--- src/hw/flash_ctrl_params.svh ---
// named constants of the serial flash modify and guard control
// assumes it is included by the control modules; it holds defines only
`ifndef FLASH_CTRL_PARAMS_SVH
`define FLASH_CTRL_PARAMS_SVH

// ********
// instruction codes
// ********
`define OP_QUAD_ENTRY 8'h38
`define OP_QUAD_EXIT 8'hFF
`define OP_UNLOCK 8'h06
`define OP_RELOCK 8'h04
`define OP_RD_STATUS 8'h05
`define OP_CFG_WRITE 8'h01
`define OP_SER_PROG 8'h02
`define OP_QUAD_PROG 8'h32
`define OP_SMALL_WIPE 8'h20
`define OP_MID_WIPE 8'h52
`define OP_LARGE_WIPE 8'hD8
`define OP_CHIP_WIPE_A 8'hC7
`define OP_CHIP_WIPE_B 8'h60
`define OP_SLEEP 8'hB9
`define OP_WAKE 8'hAB
`define OP_OTP_ENTER 8'h3A

// ********
// status byte layout; the BOOT_ bits are positions in the one-time config byte
// ********
`define ST_BUSY 0
`define ST_MODIFY 1
`define ST_GUARD_LO 2
`define ST_GUARD_HI 5
`define ST_LOCK 7
`define BOOT_EN_BIT 3
`define BOOT_GRAN_BIT 4
`define BOOT_SIDE_BIT 6

// ********
// sequence lengths in bytes
// ********
`define LEN_ONE 10'h001
`define LEN_CFG 10'h002
`define LEN_ADDR 10'h004
`define LEN_PROG_MIN 10'h005
`define BYTE_CNT_MAX 10'h3FF
`define PAGE_BYTES 9'h100

// ********
// array geometry, 17-bit byte address
// ********
`define ADDR_W 17
`define PAGE_MASK 17'h000FF
`define SECTOR_MASK 17'h00FFF
`define HALF_BLK_MASK 17'h07FFF
`define BLOCK_MASK 17'h0FFFF
`define ARRAY_TOP 17'h1FFFF
`define HALF_BASE 17'h10000
`define GUARD_NONE 3'h0
`define GUARD_HALF 3'h1

// ********
// clock
// ********
`define CLK_MHZ 100

`endif

--- src/hw/flash_ctrl_pkg.sv ---
// types shared by the serial flash control modules
// assumes nothing beyond a SystemVerilog compiler
package flash_ctrl_pkg;

	// kind of array modification handed to the array and the guard check
	typedef enum logic [2:0] {
		op_none,
		op_cfg,
		op_prog,
		op_sector,
		op_half,
		op_block,
		op_chip
	} op_kind_t;

	// internal cycle sequencer
	typedef enum logic [1:0] {
		st_idle,
		st_drain,
		st_wait
	} cycle_state_t;

endpackage : flash_ctrl_pkg

--- src/hw/guard_if.sv ---
// carrier between the control module and its guard check
// assumes both ends sit in the same clock domain; signals are combinational
`timescale 1ns/1ns
`include "flash_ctrl_params.svh"
interface guard_if;
	import flash_ctrl_pkg::*;
	op_kind_t op;
	logic [`ADDR_W-1:0] addr;
	logic [3:0] guard;
	logic boot_en;
	logic boot_gran;
	logic boot_side;
	logic refuse;

	modport ctrl (output op, addr, guard, boot_en, boot_gran, boot_side, input refuse);
	modport check (input op, addr, guard, boot_en, boot_gran, boot_side, output refuse);
endinterface : guard_if

--- src/hw/region_guard_check.sv ---
// decodes guard code and boot lock into ranges and tests a request against them
// assumes op and addr are stable for the cycle in which refuse is used
`timescale 1ns/1ns
`include "flash_ctrl_params.svh"
module region_guard_check
	import flash_ctrl_pkg::*;
(
	// request and guard settings
	guard_if.check g
);
	logic [`ADDR_W-1:0] mask;
	logic [`ADDR_W-1:0] lo;
	logic [`ADDR_W-1:0] hi;
	logic [`ADDR_W-1:0] plo;
	logic [`ADDR_W-1:0] phi;
	logic [`ADDR_W-1:0] bmask;
	logic [`ADDR_W-1:0] blo;
	logic [`ADDR_W-1:0] bhi;
	logic pset;
	logic hit_guard;
	logic hit_boot;

	// overlap test: a request is refused if any byte it touches is guarded
	always_comb begin
		case (g.op)
			op_prog: mask = `PAGE_MASK;
			op_sector: mask = `SECTOR_MASK;
			op_half: mask = `HALF_BLK_MASK;
			op_block: mask = `BLOCK_MASK;
			default: mask = `ARRAY_TOP;
		endcase
		lo = g.addr & ~mask;
		hi = lo | mask;
		pset = 1'b1;
		plo = '0;
		phi = `ARRAY_TOP;
		if (g.guard[2:0] == `GUARD_NONE) begin
			pset = 1'b0;
		end else if (g.guard[2:0] == `GUARD_HALF) begin
			if (g.guard[3]) begin
				phi = `HALF_BASE - 17'h00001;
			end else begin
				plo = `HALF_BASE;
			end
		end
		bmask = g.boot_gran ? `SECTOR_MASK : `BLOCK_MASK;
		blo = g.boot_side ? '0 : (`ARRAY_TOP & ~bmask);
		bhi = g.boot_side ? bmask : `ARRAY_TOP;
		hit_guard = pset && (lo <= phi) && (hi >= plo);
		hit_boot = g.boot_en && (lo <= bhi) && (hi >= blo);
		g.refuse = (g.op != op_none) && (g.op != op_cfg) && (hit_guard || hit_boot);
	end
endmodule : region_guard_check

--- src/hw/serial_flash_write_protect_ctrl.sv ---
// serial flash control: command capture, modify latch, busy cycle, power states, guards
// assumes serial pins are synchronous to sys_clk and the array applies strobes itself
`timescale 1ns/1ns
`include "flash_ctrl_params.svh"
// Functional notes
// - quad entry makes all four pins data lines
// - up to 256 bytes, one page, clears bits
// - wipe sets whole region to ones
// - sector, half block, block, chip wipes timed
// - busy flag set during any internal cycle
// - active while selected or cycle runs, else standby unless in deep sleep
// - sleep ignores all but wake command
// - power-up timer blocks modifying operations
// - modify commands need whole-byte clock counts
// - modify needs the modify-allowed latch set
// - latch clears at power-up and completions
// - guard bits refuse writes to guarded range
// - guard pin locks guard and lock bits outside quad mode
// - guard code to protected range decode
// - boot lock enable permanently locks region
// - boot granule and side select region
// - commands other than status read ignored while internal cycle runs
module serial_flash_write_protect_ctrl
	import flash_ctrl_pkg::*;
#(
	parameter int CLK_MHZ = `CLK_MHZ,
	parameter int T_PUW_US = 1000,
	parameter int T_CFG_US = 1000,
	parameter int T_PROG_US = 1000,
	parameter int T_SECTOR_US = 1000,
	parameter int T_HALF_US = 1000,
	parameter int T_BLOCK_US = 1000,
	parameter int T_CHIP_US = 10000
)(
	// clock and reset
	input wire logic sys_clk,
	input wire logic resetn,
	// serial pins
	input wire logic spi_clk,
	input wire logic cs_n,
	input wire logic [3:0] dq_in,
	output logic [3:0] dq_out,
	output logic [3:0] dq_oe,
	// array side
	output logic array_strobe,
	output op_kind_t array_op,
	output logic [`ADDR_W-1:0] array_addr,
	output logic [7:0] array_data,
	// state seen from outside
	output logic cycle_ongoing_flag,
	output logic modify_allowed_flag,
	output logic [3:0] region_guard_bits,
	output logic guard_lock_flag,
	output logic all_quad_protocol,
	output logic deep_sleep,
	output logic standby,
	output logic boot_lock_enable,
	output logic boot_lock_granule,
	output logic boot_lock_side,
	output logic cmd_refused
);
	localparam int PUW_CYC = T_PUW_US * CLK_MHZ;
	localparam int CFG_CYC = T_CFG_US * CLK_MHZ;
	localparam int PROG_CYC = T_PROG_US * CLK_MHZ;
	localparam int SECTOR_CYC = T_SECTOR_US * CLK_MHZ;
	localparam int HALF_CYC = T_HALF_US * CLK_MHZ;
	localparam int BLOCK_CYC = T_BLOCK_US * CLK_MHZ;
	localparam int CHIP_CYC = T_CHIP_US * CLK_MHZ;

	if (CLK_MHZ < 1 || PUW_CYC < 1 || CFG_CYC < 1 || PROG_CYC < 1 || SECTOR_CYC < 1 ||
		HALF_CYC < 1 || BLOCK_CYC < 1 || CHIP_CYC < 1) begin : bad_timing
		$error("every timing parameter must give at least one cycle");
	end

	// ****************************************
	// serial capture
	// ****************************************
	logic clk_prev, cs_prev;
	logic [7:0] shift, opcode, cfg_data;
	logic [2:0] bit_pos;
	logic [9:0] byte_cnt;
	logic [23:0] addr;
	logic [7:0] wr_ptr;
	logic [8:0] data_cnt;
	logic next_clk_prev, next_cs_prev;
	logic [7:0] next_shift, next_opcode, next_cfg_data;
	logic [2:0] next_bit_pos;
	logic [9:0] next_byte_cnt;
	logic [23:0] next_addr;
	logic [7:0] next_wr_ptr;
	logic [8:0] next_data_cnt;
	logic [3:0] next_dq_out, next_dq_oe;
	logic [7:0] page_buf [0:255];
	logic buf_we;
	logic [7:0] buf_wdata;
	logic [7:0] sh;
	logic [3:0] pos_sum;
	logic clk_rise, clk_fall, cs_fall, cs_rise, wide, is_prog, busy;
	logic [7:0] status;
	cycle_state_t state;

	assign clk_rise = spi_clk && !clk_prev;
	assign clk_fall = !spi_clk && clk_prev;
	assign cs_fall = !cs_n && cs_prev;
	assign cs_rise = cs_n && !cs_prev;
	assign busy = (state != st_idle);
	assign is_prog = (opcode == `OP_SER_PROG) || (opcode == `OP_QUAD_PROG);
	// the four-line program takes its data a nibble a clock after the address
	assign wide = all_quad_protocol || ((opcode == `OP_QUAD_PROG) && (byte_cnt >= `LEN_ADDR));

	// live status byte so polling sees the cycle end at once
	always_comb begin
		status = 8'h00;
		status[`ST_BUSY] = busy;
		status[`ST_MODIFY] = modify_allowed_flag;
		status[`ST_GUARD_HI:`ST_GUARD_LO] = region_guard_bits;
		status[`ST_LOCK] = guard_lock_flag;
	end

	// shift bits in on rising serial clock, status out on falling
	always_comb begin
		next_clk_prev = spi_clk;
		next_cs_prev = cs_n;
		next_shift = shift;
		next_bit_pos = bit_pos;
		next_byte_cnt = byte_cnt;
		next_opcode = opcode;
		next_addr = addr;
		next_cfg_data = cfg_data;
		next_wr_ptr = wr_ptr;
		next_data_cnt = data_cnt;
		next_dq_out = dq_out;
		next_dq_oe = dq_oe;
		buf_we = 1'b0;
		buf_wdata = 8'h00;
		sh = 8'h00;
		pos_sum = 4'h0;
		if (cs_n) begin
			next_dq_oe = 4'h0;
		end else if (cs_fall) begin
			next_bit_pos = 3'h0;
			next_byte_cnt = 10'h000;
			next_wr_ptr = 8'h00;
			next_data_cnt = 9'h000;
		end else if (clk_rise) begin
			if (wide) begin
				sh = {shift[3:0], dq_in};
				pos_sum = {1'b0, bit_pos} + 4'h4;
			end else begin
				sh = {shift[6:0], dq_in[0]};
				pos_sum = {1'b0, bit_pos} + 4'h1;
			end
			next_shift = sh;
			next_bit_pos = pos_sum[2:0];
			if (pos_sum[3]) begin
				if (byte_cnt != `BYTE_CNT_MAX) begin
					next_byte_cnt = byte_cnt + 10'h001;
				end
				if (byte_cnt == 10'h000) begin
					next_opcode = sh;
				end else if (byte_cnt < `LEN_ADDR) begin
					next_addr = {addr[15:0], sh};
				end else if (is_prog && !busy) begin
					// past a full page the pointer wraps and overwrites
					buf_we = 1'b1;
					buf_wdata = sh;
					next_wr_ptr = wr_ptr + 8'h01;
					if (data_cnt != `PAGE_BYTES) begin
						next_data_cnt = data_cnt + 9'h001;
					end
				end
				if (byte_cnt == `LEN_ONE) begin
					next_cfg_data = sh;
				end
			end
		end else if (clk_fall && (opcode == `OP_RD_STATUS) && (byte_cnt != 10'h000) &&
			!deep_sleep) begin
			if (all_quad_protocol) begin
				next_dq_out = bit_pos[2] ? status[3:0] : status[7:4];
				next_dq_oe = 4'hF;
			end else begin
				next_dq_out = {2'b00, status[3'h7 - bit_pos], 1'b0};
				next_dq_oe = 4'h2;
			end
		end
	end

	always_ff @(posedge sys_clk or negedge resetn) begin
		if (!resetn) begin
			clk_prev <= 1'b0;
			cs_prev <= 1'b1;
			shift <= 8'h00;
			bit_pos <= 3'h0;
			byte_cnt <= 10'h000;
			opcode <= 8'h00;
			addr <= 24'h000000;
			cfg_data <= 8'h00;
			wr_ptr <= 8'h00;
			data_cnt <= 9'h000;
			dq_out <= 4'h0;
			dq_oe <= 4'h0;
		end else begin
			clk_prev <= next_clk_prev;
			cs_prev <= next_cs_prev;
			shift <= next_shift;
			bit_pos <= next_bit_pos;
			byte_cnt <= next_byte_cnt;
			opcode <= next_opcode;
			addr <= next_addr;
			cfg_data <= next_cfg_data;
			wr_ptr <= next_wr_ptr;
			data_cnt <= next_data_cnt;
			dq_out <= next_dq_out;
			dq_oe <= next_dq_oe;
		end
	end

	// page buffer holds data until the sequence is known to be whole
	always_ff @(posedge sys_clk) begin
		if (buf_we) begin
			page_buf[wr_ptr] <= buf_wdata;
		end
	end

	// ****************************************
	// guard check
	// ****************************************
	guard_if gif ();
	op_kind_t req_op;

	always_comb begin
		case (opcode)
			`OP_CFG_WRITE: req_op = op_cfg;
			`OP_SER_PROG, `OP_QUAD_PROG: req_op = op_prog;
			`OP_SMALL_WIPE: req_op = op_sector;
			`OP_MID_WIPE: req_op = op_half;
			`OP_LARGE_WIPE: req_op = op_block;
			`OP_CHIP_WIPE_A, `OP_CHIP_WIPE_B: req_op = op_chip;
			default: req_op = op_none;
		endcase
	end

	assign gif.op = req_op;
	assign gif.addr = addr[`ADDR_W-1:0];
	assign gif.guard = region_guard_bits;
	assign gif.boot_en = boot_lock_enable;
	assign gif.boot_gran = boot_lock_granule;
	assign gif.boot_side = boot_lock_side;

	region_guard_check u_check (
		.g(gif)
	);

	// ****************************************
	// command execution and internal cycle
	// ****************************************
	cycle_state_t next_state;
	logic [31:0] cyc_cnt, next_cyc_cnt, puw_cnt, next_puw_cnt;
	logic [8:0] drain_idx, drain_total, next_drain_idx, next_drain_total;
	logic [`ADDR_W-1:0] prog_base, next_prog_base;
	logic puw_done, next_puw_done, otp_mode, next_otp_mode;
	logic next_modify, next_lock, next_quad, next_sleep, next_standby, next_refused;
	logic next_boot_en, next_boot_gran, next_boot_side, next_strobe;
	logic [3:0] next_guard;
	op_kind_t next_array_op;
	logic [`ADDR_W-1:0] next_array_addr;
	logic [7:0] next_array_data;
	logic aligned, may_modify, pin_guarded, start;
	logic [31:0] load_cyc;

	assign aligned = (bit_pos == 3'h0);
	assign may_modify = aligned && modify_allowed_flag && puw_done;
	assign pin_guarded = guard_lock_flag && !dq_in[2] && !all_quad_protocol;

	always_comb begin
		next_state = state;
		next_cyc_cnt = cyc_cnt;
		next_puw_cnt = puw_cnt;
		next_puw_done = puw_done;
		next_drain_idx = drain_idx;
		next_drain_total = drain_total;
		next_prog_base = prog_base;
		next_otp_mode = otp_mode;
		next_modify = modify_allowed_flag;
		next_guard = region_guard_bits;
		next_lock = guard_lock_flag;
		next_quad = all_quad_protocol;
		next_sleep = deep_sleep;
		next_boot_en = boot_lock_enable;
		next_boot_gran = boot_lock_granule;
		next_boot_side = boot_lock_side;
		next_strobe = 1'b0;
		next_array_op = array_op;
		next_array_addr = array_addr;
		next_array_data = array_data;
		next_refused = 1'b0;
		start = 1'b0;
		load_cyc = 32'h00000000;
		// power-up window: no modification until it has run out
		if (!puw_done) begin
			next_puw_cnt = puw_cnt + 32'h00000001;
			next_puw_done = (puw_cnt >= 32'(PUW_CYC - 1));
		end
		case (req_op)
			op_cfg: load_cyc = 32'(CFG_CYC - 1);
			op_prog: load_cyc = 32'(PROG_CYC - 1);
			op_sector: load_cyc = 32'(SECTOR_CYC - 1);
			op_half: load_cyc = 32'(HALF_CYC - 1);
			op_block: load_cyc = 32'(BLOCK_CYC - 1);
			op_chip: load_cyc = 32'(CHIP_CYC - 1);
			default: load_cyc = 32'h00000000;
		endcase
		if (cs_rise && deep_sleep) begin
			if ((opcode == `OP_WAKE) && (byte_cnt >= `LEN_ONE)) begin
				next_sleep = 1'b0;
			end
		end else if (cs_rise && !busy) begin
			case (opcode)
				`OP_QUAD_ENTRY: next_quad = aligned && (byte_cnt == `LEN_ONE) ? 1'b1 : next_quad;
				`OP_QUAD_EXIT: next_quad = aligned && (byte_cnt == `LEN_ONE) ? 1'b0 : next_quad;
				`OP_UNLOCK: next_modify = aligned && (byte_cnt == `LEN_ONE) && puw_done ?
					1'b1 : next_modify;
				`OP_OTP_ENTER: next_otp_mode = aligned && (byte_cnt == `LEN_ONE) ? 1'b1 : otp_mode;
				`OP_SLEEP: next_sleep = aligned && (byte_cnt == `LEN_ONE) ? 1'b1 : next_sleep;
				`OP_RELOCK: begin
					if (aligned && (byte_cnt == `LEN_ONE)) begin
						next_modify = 1'b0;
						next_otp_mode = 1'b0;
					end
				end
				`OP_CFG_WRITE: begin
					if (may_modify && (byte_cnt == `LEN_CFG)) begin
						if (otp_mode) begin
							// one-time bits only ever set; a set enable freezes the choice
							start = 1'b1;
							next_boot_en = boot_lock_enable | cfg_data[`BOOT_EN_BIT];
							next_boot_gran = boot_lock_enable ? boot_lock_granule :
								(boot_lock_granule | cfg_data[`BOOT_GRAN_BIT]);
							next_boot_side = boot_lock_enable ? boot_lock_side :
								(boot_lock_side | cfg_data[`BOOT_SIDE_BIT]);
						end else if (pin_guarded) begin
							next_refused = 1'b1;
						end else begin
							start = 1'b1;
							next_guard = cfg_data[`ST_GUARD_HI:`ST_GUARD_LO];
							next_lock = cfg_data[`ST_LOCK];
						end
					end
				end
				`OP_SER_PROG, `OP_QUAD_PROG, `OP_SMALL_WIPE, `OP_MID_WIPE, `OP_LARGE_WIPE,
				`OP_CHIP_WIPE_A, `OP_CHIP_WIPE_B: begin
					if (may_modify && (((req_op == op_prog) && (byte_cnt >= `LEN_PROG_MIN)) ||
						((req_op == op_chip) && (byte_cnt == `LEN_ONE)) ||
						((req_op != op_prog) && (req_op != op_chip) && (byte_cnt == `LEN_ADDR)))) begin
						if (gif.refuse) begin
							next_refused = 1'b1;
						end else begin
							start = 1'b1;
						end
					end
				end
				default: begin
				end
			endcase
		end
		case (state)
			st_idle: begin
				if (start) begin
					next_cyc_cnt = load_cyc;
					next_state = st_wait;
					if (req_op == op_prog) begin
						next_prog_base = addr[`ADDR_W-1:0];
						next_drain_idx = 9'h000;
						next_drain_total = data_cnt;
						next_state = st_drain;
					end else if (req_op != op_cfg) begin
						// one strobe: the array fills the aligned region with ones
						next_strobe = 1'b1;
						next_array_op = req_op;
						next_array_addr = addr[`ADDR_W-1:0] & ~((req_op == op_sector) ? `SECTOR_MASK :
							(req_op == op_half) ? `HALF_BLK_MASK :
							(req_op == op_block) ? `BLOCK_MASK : `ARRAY_TOP);
					end
				end
			end
			st_drain: begin
				// addresses wrap inside the page, never into the next one
				next_strobe = 1'b1;
				next_array_op = op_prog;
				next_array_addr = {prog_base[`ADDR_W-1:8], prog_base[7:0] + drain_idx[7:0]};
				next_array_data = page_buf[drain_idx[7:0]];
				next_drain_idx = drain_idx + 9'h001;
				if (drain_idx + 9'h001 >= drain_total) begin
					next_state = st_wait;
				end
			end
			st_wait: begin
				if (cyc_cnt == 32'h00000000) begin
					next_state = st_idle;
					next_modify = 1'b0;
				end else begin
					next_cyc_cnt = cyc_cnt - 32'h00000001;
				end
			end
			default: next_state = st_idle;
		endcase
		next_standby = cs_n && (next_state == st_idle) && !next_sleep;
	end

	always_ff @(posedge sys_clk or negedge resetn) begin
		if (!resetn) begin
			state <= st_idle;
			cyc_cnt <= 32'h00000000;
			puw_cnt <= 32'h00000000;
			puw_done <= 1'b0;
			drain_idx <= 9'h000;
			drain_total <= 9'h000;
			prog_base <= '0;
			otp_mode <= 1'b0;
			modify_allowed_flag <= 1'b0;
			region_guard_bits <= 4'h0;
			guard_lock_flag <= 1'b0;
			all_quad_protocol <= 1'b0;
			deep_sleep <= 1'b0;
			boot_lock_enable <= 1'b0;
			boot_lock_granule <= 1'b0;
			boot_lock_side <= 1'b0;
			array_strobe <= 1'b0;
			array_op <= op_none;
			array_addr <= '0;
			array_data <= 8'h00;
			cmd_refused <= 1'b0;
			standby <= 1'b0;
			cycle_ongoing_flag <= 1'b0;
		end else begin
			state <= next_state;
			cyc_cnt <= next_cyc_cnt;
			puw_cnt <= next_puw_cnt;
			puw_done <= next_puw_done;
			drain_idx <= next_drain_idx;
			drain_total <= next_drain_total;
			prog_base <= next_prog_base;
			otp_mode <= next_otp_mode;
			modify_allowed_flag <= next_modify;
			region_guard_bits <= next_guard;
			guard_lock_flag <= next_lock;
			all_quad_protocol <= next_quad;
			deep_sleep <= next_sleep;
			boot_lock_enable <= next_boot_en;
			boot_lock_granule <= next_boot_gran;
			boot_lock_side <= next_boot_side;
			array_strobe <= next_strobe;
			array_op <= next_array_op;
			array_addr <= next_array_addr;
			array_data <= next_array_data;
			cmd_refused <= next_refused;
			standby <= next_standby;
			cycle_ongoing_flag <= (next_state != st_idle);
		end
	end
endmodule : serial_flash_write_protect_ctrl

--- config.mk ---
export PLATFORM = sky130hd
export DESIGN_NAME = serial_flash_write_protect_ctrl
export DESIGN_NICKNAME = d
export VERILOG_FILES = /design/src/hw/flash_ctrl_pkg.sv /design/src/hw/guard_if.sv /design/src/hw/region_guard_check.sv /design/src/hw/serial_flash_write_protect_ctrl.sv
export VERILOG_INCLUDE_DIRS = /design/src /design/src/hw
export SDC_FILE = /design/constraint.sdc
export NUM_CORES = 2
export LEC_CHECK = 0
export BUFFER_PORTS_ARGS = -buffer_cell sky130_fd_sc_hd__buf_2
export CAP_MARGIN = 20
export CORE_MARGIN = 2
export CORE_UTILIZATION = 57
export DETAILED_ROUTE_END_ITERATION = 8
export PLACE_DENSITY = 0.81
export REMOVE_ABC_BUFFERS = 1
export SLEW_MARGIN = 20
export SYNTH_ARGS = -nofsm -noshare
export SYNTH_HDL_FRONTEND = slang
export SYNTH_SLANG_ARGS = --single-unit
--- constraint.sdc ---
create_clock -name sys_clk -period 9.9 [get_ports sys_clk]
set_input_delay 0 -clock sys_clk [delete_from_list [all_inputs] [get_ports sys_clk]]
set_output_delay 0 -clock sys_clk [all_outputs]
set_load 0.005 [all_outputs]
# After elaboration in Yosys (flattened, before gate mapping)

Memory sizes are Yosys's and may differ from the RTL's. A register that Yosys moved wholly into a read port is not among the register bits.
Index checks and enable logic that the tools add are counted.
W data, S select, Z words.

Bits of input ports: 8
Memory bits (read-only): 0
Latch bits: 0
Memories kept: 1
Register bits after elaboration: 218
Logic and storage cells: 330
RAM bits: 2048
Output and inout port bits: 51

Memories:

| name     | words | width | rd ports | clocked after Yosys merged registers in | write ports | RTL line                              | text |
|---|---|---|---|---|---|---|---|
| page_buf | 256   | 8     | 1        | 1                                       | 1           | serial_flash_write_protect_ctrl.sv:93 | `logic [7:0] page_buf [0:255];` |

Bitwise logic cells: 17
Multiplexer cells: 121
Div/mod/pow operators: 0
$mul: 0
Add/sub/neg operators: 10
$lt $le $gt $ge: 11
Reductions and logical operators: 90
Equal/unequal tests: 46
Shifts and indexed selects: 0

Operators with widths:

| cell                    | count |
|---|---|
| $mux W17                | 14 |
| $mux W8                 | 14 |
| $mux W9                 | 9 |
| $pmux W17 S4            | 1 |
| $mux W32                | 2 |
| $pmux W32 S2            | 1 |
| $not A17 Y17            | 3 |
| $mux W4                 | 11 |
| $mux W1                 | 42 |
| $eq A8 B8 Y1 const B    | 5 |
| $mux W10                | 4 |
| $pmux W20 S2            | 1 |
| $and A17 B17 Y17        | 2 |
| $ge A17 B17 Y1          | 2 |
| $le A17 B17 Y1          | 2 |
| $pmux W17 S2            | 1 |
| $add A32 B1 Y32 const B | 1 |
| $eq A8 B6 Y1 const B    | 4 |
| $ge A32 B17 Y1 const B  | 1 |
| $logic_and A1 B1 Y1     | 32 |
| $logic_not A32 Y1       | 1 |
| $sub A32 B1 Y32 const B | 1 |
| $ne A2 B2 Y1 const B    | 13 |
| $reduce_and A5 Y1       | 5 |
| 57 further kinds        | 123 |

# Logic depth before layout (Yosys ltp)

Word-level depth: 22
Mapped depth: 15
Gate-level depth less buffers: 13

# Cells and area by module

Synthesis repeated with hierarchy kept, for this count alone.

Cells, all modules: 5005
Area total of the unflattened synthesis: 90591.9 um^2

By module, submodules not included:

| module                          | cells each | instances | sequential area each (um^2) | area each (um^2) |
|---|---|---|---|---|
| serial_flash_write_protect_ctrl | 4962       | 1         | 67055.6                     | 90271.6 |
| region_guard_check              | 43         | 1         | 0.0                         | 320.3 |

# Worst setup path before layout

No wires, ideal clock.

Path kind: register to register
Start point: register opcode[7]
End point: memory page_buf[0][3], data pin
Library setup time: 1.392 ns
Clock period less this slack: 9.277 ns
Arrival time: 7.885 ns
Cell stages (with the launch flop): 9
Buffers on the path: 2
Data required time: 8.508 ns
Slack: 0.623 ns
Cells stage by stage: dfrtp_1 > buf_2 > nor4b_4 > o311ai_0 > a31oi_1 > nand2_1 > or2_2 > clkbuf_1 > nor2_1

Longest elaborated chain between the ends: 11
Elaborated cells between the ends (all ways): 18
Classes of those cells: eq/ne (2); mux (12); reduce/logical (4)

Ends and longest elaborated chain:

| element                            | RTL line                                                                       | text |
|---|---|---|
| start, declared                    | serial_flash_write_protect_ctrl.sv:79                                          | `logic [7:0] shift, opcode, cfg_data;` |
| start signal, assigned             | serial_flash_write_protect_ctrl.sv:208                                         | `opcode <= next_opcode;` |
| $eq A8 B6 Y1                       | n/a                                                                            |  |
| $logic_and A1 B1 Y1                | serial_flash_write_protect_ctrl.sv:109                                         | `` assign wide = all_quad_protocol \|\| ((opcode == `OP_QUAD_PROG) && (byte_cnt >= `LEN_ADDR)); `` |
| $logic_or A1 B1 Y1                 | serial_flash_write_protect_ctrl.sv:109                                         |  |
| $mux W8 or $mux W4 (tied branches) | serial_flash_write_protect_ctrl.sv:146                                         | `if (wide) begin` |
| $mux W8 or $mux W4 (tied branches) | serial_flash_write_protect_ctrl.sv:163, serial_flash_write_protect_ctrl.sv:145 |  |
| $mux W8 or $mux W4 (tied branches) | serial_flash_write_protect_ctrl.sv:161, serial_flash_write_protect_ctrl.sv:140 |  |
| $mux W8 or $mux W4 (tied branches) | serial_flash_write_protect_ctrl.sv:159, serial_flash_write_protect_ctrl.sv:138 |  |
| $mux W8 *                          | serial_flash_write_protect_ctrl.sv:155                                         | `if (pos_sum[3]) begin` |
| $mux W8 *                          | serial_flash_write_protect_ctrl.sv:145                                         | `end else if (clk_rise) begin` |
| $mux W8 *                          | serial_flash_write_protect_ctrl.sv:140                                         | `end else if (cs_fall) begin` |
| $mux W8 *                          | serial_flash_write_protect_ctrl.sv:138                                         | `if (cs_n) begin` |
| named net buf_wdata[3]             | serial_flash_write_protect_ctrl.sv:95                                          | `logic [7:0] buf_wdata;` |
| end, declared                      | serial_flash_write_protect_ctrl.sv:93                                          |  |

The timed path passes the listed nets; every way through them passes the cells marked *. The select of a mux whose other input is x is not followed.

# Worst setup path in the final report

Start point: input cs_n
End point: memory page_buf[173][6], data pin

Longest elaborated chain between the ends: 4

Ends and longest elaborated chain:

| element                | RTL line                               | text |
|---|---|---|
| start, declared        | serial_flash_write_protect_ctrl.sv:40  | `input wire logic cs_n,` |
| $logic_not A1 Y1       | serial_flash_write_protect_ctrl.sv:104 | `assign cs_fall = !cs_n && cs_prev;` |
| $logic_and A1 B1 Y1    | serial_flash_write_protect_ctrl.sv:104 |  |
| $mux W8                | serial_flash_write_protect_ctrl.sv:140 |  |
| $mux W8 *              | serial_flash_write_protect_ctrl.sv:138 |  |
| named net buf_wdata[6] | serial_flash_write_protect_ctrl.sv:95  |  |

The timed path passes the listed nets; every way through them passes the cells marked *.

==> impl_metrics.csv <==
group,metric,value,unit
power_and_ir_drop,p_switching,3.630,mW
detailed_routing,vias_per_cell,7.068,
timing,fmax,0.1990,GHz
cts,cts-root-buf,"clkbuf_16",
global_routing,track_usage,0.2982,
power_and_ir_drop,p_int,14.85,mW
power_and_ir_drop,static-leakage-power,27.05,nW
floorplanning,die_width,403.8,µm
global_routing,grt_pass1_wl,354300,µm
power_and_ir_drop,p_per_area,183.6,nW/µm²
min_path,hold_end,"opcode[0]",
cts,clkSlewWorstSetupHoldPaths,0.06,ns
detailed_routing,drt-initial-drc-count,8994,
worst_setup_path,crit_fanout,74,
job,drv_cap,0,
worst_setup_path,worstPathArrival,5.61,ns
cts,cts_sinks,2270,
power_and_ir_drop,switching_share,0.1964,
worst_setup_path,r2r.worst_path.cells,9,
power_and_ir_drop,p_seq_frac,0.558,
timing,finalMaxSlewViolations,0,
cts,clockBufferDepth,3,
timing,relSlewSlack,0.1316,
worst_setup_path,required,10.49,ns
timing,finClkSkew,0.07836,ns
synth,synth_edf_count,2048,
cts,holdBufCountCts,12,
synth,synth_top_cell_area_share,0.6751,
timing,finalCriticalPeriod,5.025,ns
min_path,hold_path_class,"input port to flip-flop",
floorplanning,ioPinCount,59,
placement,routabilityCongestion,0.9373,
placement,place_ws,5.035,ns
floorplanning,die_area,163000,µm²
worst_setup_path,r2r_setup_slack,4.94,ns
min_path,holdPathStages,3,
global_routing,grt_pass1_vias,51580,
synth,ys_types,90,
synth,netlist_instances,5206,
power_and_ir_drop,p_clk_frac,0.437,
detailed_routing,drc_errors,0,
detailed_routing,ant_nets,0,
synth,netlist_area,91100,µm²
timing,worst_slew_pin_slew,1.300,ns
timing,hold_ws,0.08494,ns
synth,ys_ff_latch,2270,
detailed_routing,routedWlPerCell,32.67,µm
detailed_routing,wirelength,245200,µm
run_status,status,"finished clean",
timing,worst_slack,4.875,ns
cts,post_cts_resized,0,
global_routing,grt_max_degree,180,
synth,yosys_warnings,0,
synth,async_flop_share,0.09780,
cts,h-tree-depth,4,
floorplanning,start_util,0.5746,
min_path,min_from,"dq_in[0]",
detailed_routing,vias,53050,
synth,yosysSeqAreaShare,0.7360,
power_and_ir_drop,total_power,18.48,mW
floorplanning,coreArea,158600,µm²
finish,layout.nets,5308,
synth,synthTopCellsByArea,"edfxtp_1 68%, mux4_2 7.9%, dfrtp_1 6.1%",
floorplanning,die_height,403.8,µm
worst_setup_path,cp-end-kind,"flip-flop",
timing,fin_crit_sh,0.5076,
synth,yosysTopAreaCell,"edfxtp_1",
finish,drive_gt1_frac,0.1589,
cts,cts_setup_buffers,0,
finish,syn_to_final_growth,10.47,%
detailed_routing,drt_first_pass_iters,9,
cts,cts_buffers,208,
worst_setup_path,cp-start-kind,"input port",
finish,layout.cells.most_common,"edfxtp_1",
cts,clock_latency,0.88,ns
timing,grt_setup_unrepaired,"false",
worst_setup_path,r2r-start,"drain_idx[0]",
synth,synth_area_per_cell,17.50,µm²
floorplanning,row_count,146,
synth,ys_dominant_reg_cell,"edfxtp_1",
power_and_ir_drop,combPwrFrac,0.004,
placement,portBuffers,58,
finish,final_cell_mix,"2048 x edfxtp_1, 419 x mux2i_1, 391 x nor2_1",
global_routing,antenna_found_initial,9,
cts,cts_tree,"built",
timing,finalSetupViolations,0,
power_and_ir_drop,ir_worst_vdd,0.1846,mV
timing,finalHoldViolCount,0,
placement,dp_hpwl,141700,µm
worst_setup_path,crit_type,"input port to flip-flop",
global_routing,overflow,0,
worst_setup_path,r2r-end,"array_data[3]",
==> worst max-delay path, cell delays in order <==
cell and delay (ns):
dlygate4sd3_1 0.54, dlygate4sd3_1 0.57, buf_2 0.18, or3b_2 0.55
nor2_1 0.73, nand2_1 0.27, or2_2 0.52, nor2_4 0.63
buf_4 0.87, buf_4 0.62
==> registers in the layout (all words and copies together), names as in the netlist, 4 cells and up <==
| signal | flops |
|---|---|
| addr | 17 |
| wr_ptr | 8 |
| dq_out | 4 |
| array_addr | 17 |
| drain_total | 9 |
| region_guard_bits | 4 |
| puw_cnt | 32 |
| cyc_cnt | 32 |
| cfg_data | 6 |
| prog_base | 17 |
| page_buf | 2048 |
| data_cnt | 9 |
| byte_cnt | 10 |
| shift | 7 |
| drain_idx | 9 |
| array_data | 8 |
| opcode | 8 |
==> kinds of logic (layout without fill, tap and decap cells) <==
logic type      after synthesis  after routing  share of synthesized area
flops                      2270           2270                     0.7360
buf+inv                     359            583                    0.01625
other cells                   0              3                          0
simple gates                953            953                    0.04948
mux                         784            784                     0.1306
compound gates              711            711                    0.05347
xor+xnor                     88             88                   0.008460
fa+ha+maj                    41             41                   0.005713
==> area by class of cell <==
type	instances	area (µm²)
Multi-Input combinational cell	2577	22750
Sequential cell	2270	67070
Fill cell	10230	57920
Clock inverter	111	1211
Tap cell	2072	2592
Inverter	50	192.7
Antenna cell	3	7.507
Timing Repair Buffer	152	1211
Clock buffer	270	5603
==> stage by stage <==
step | util | instances | TNS, ns | cell area [µm²]
floorplan | - | 4897 | -445.90 | 89810
global placement | 0.5904 | 7107 | 0 | 93620
detailed placement | 0.5904 | 7107 | 0 | 93620
CTS | 0.6343 | 7500 | 0 | 100600
global route | 0.6347 | 7502 | 0 | 100600
finish | 0.6347 | 7505 | 0 | 100600
==> power groups by stage <==
stage,combinational [mW],clock (mW),sequential [mW]
2_1_floorplan,0.0343,0,10.5
3_3_place_gp,0.0745,0,10.5
3_5_place_dp,0.0755,0,10.5
4_1_cts,0.0815,8.10,10.3
5_1_grt,0.0902,8.45,10.3
6_report,0.0805,8.08,10.3
==> Yosys cell counts (12+ instances only) <==
cell / number
a21oi_1: 169
buf_1: 31
clkbuf_1: 190
buf_2: 82
dfrtp_1: 221
nor2b_1: 22
nand2_1: 135
nor2_1: 400
o31ai_1: 17
mux4_2: 319
a211o_1: 12
edfxtp_1: 2048
o22ai_1: 143
mux2i_1: 419
nand2b_1: 22
nand3_1: 71
o21ai_0: 76
ha_1: 40
and3_1: 16
nand4_1: 36
o221ai_1: 166
inv_1: 48
xor2_1: 43
a211oi_1: 19
nor4_1: 32
nor3_1: 142
a31oi_1: 19
xnor2_1: 45
and2_1: 20
mux2_2: 45
==> per-layer routing <==
metal / global-route usage / vias up / share of wire
met3: 0.08429 / 835 / 0.14
met4: 0.1510 / 10 / 0.056
met1: 0.3974 / 26650 / 0.35
met2: 0.4537 / 4525 / 0.46
met5: 0.001487 / - / 0.00027
li1: - / 21030 / -
==> worst max-delay path by stage <==
| stage | from | to | slack [ns] | cells after the start |
|---|---|---|---|---|
| floorplan | drain_idx[0] | state[1] | -18.36 | 10 |
| global placement | drain_idx[0] | array_data[1] | 5.04 | 9 |
| detailed placement | drain_idx[0] | array_data[1] | 5.03 | 9 |
| CTS | cs_n | page_buf[30][6] | 5.02 | 10 |
| global route | cs_n | page_buf[24][6] | 4.65 | 10 |
| finish | cs_n | page_buf[173][6] | 4.88 | 10 |
Power figures use the tool's default switching activity.
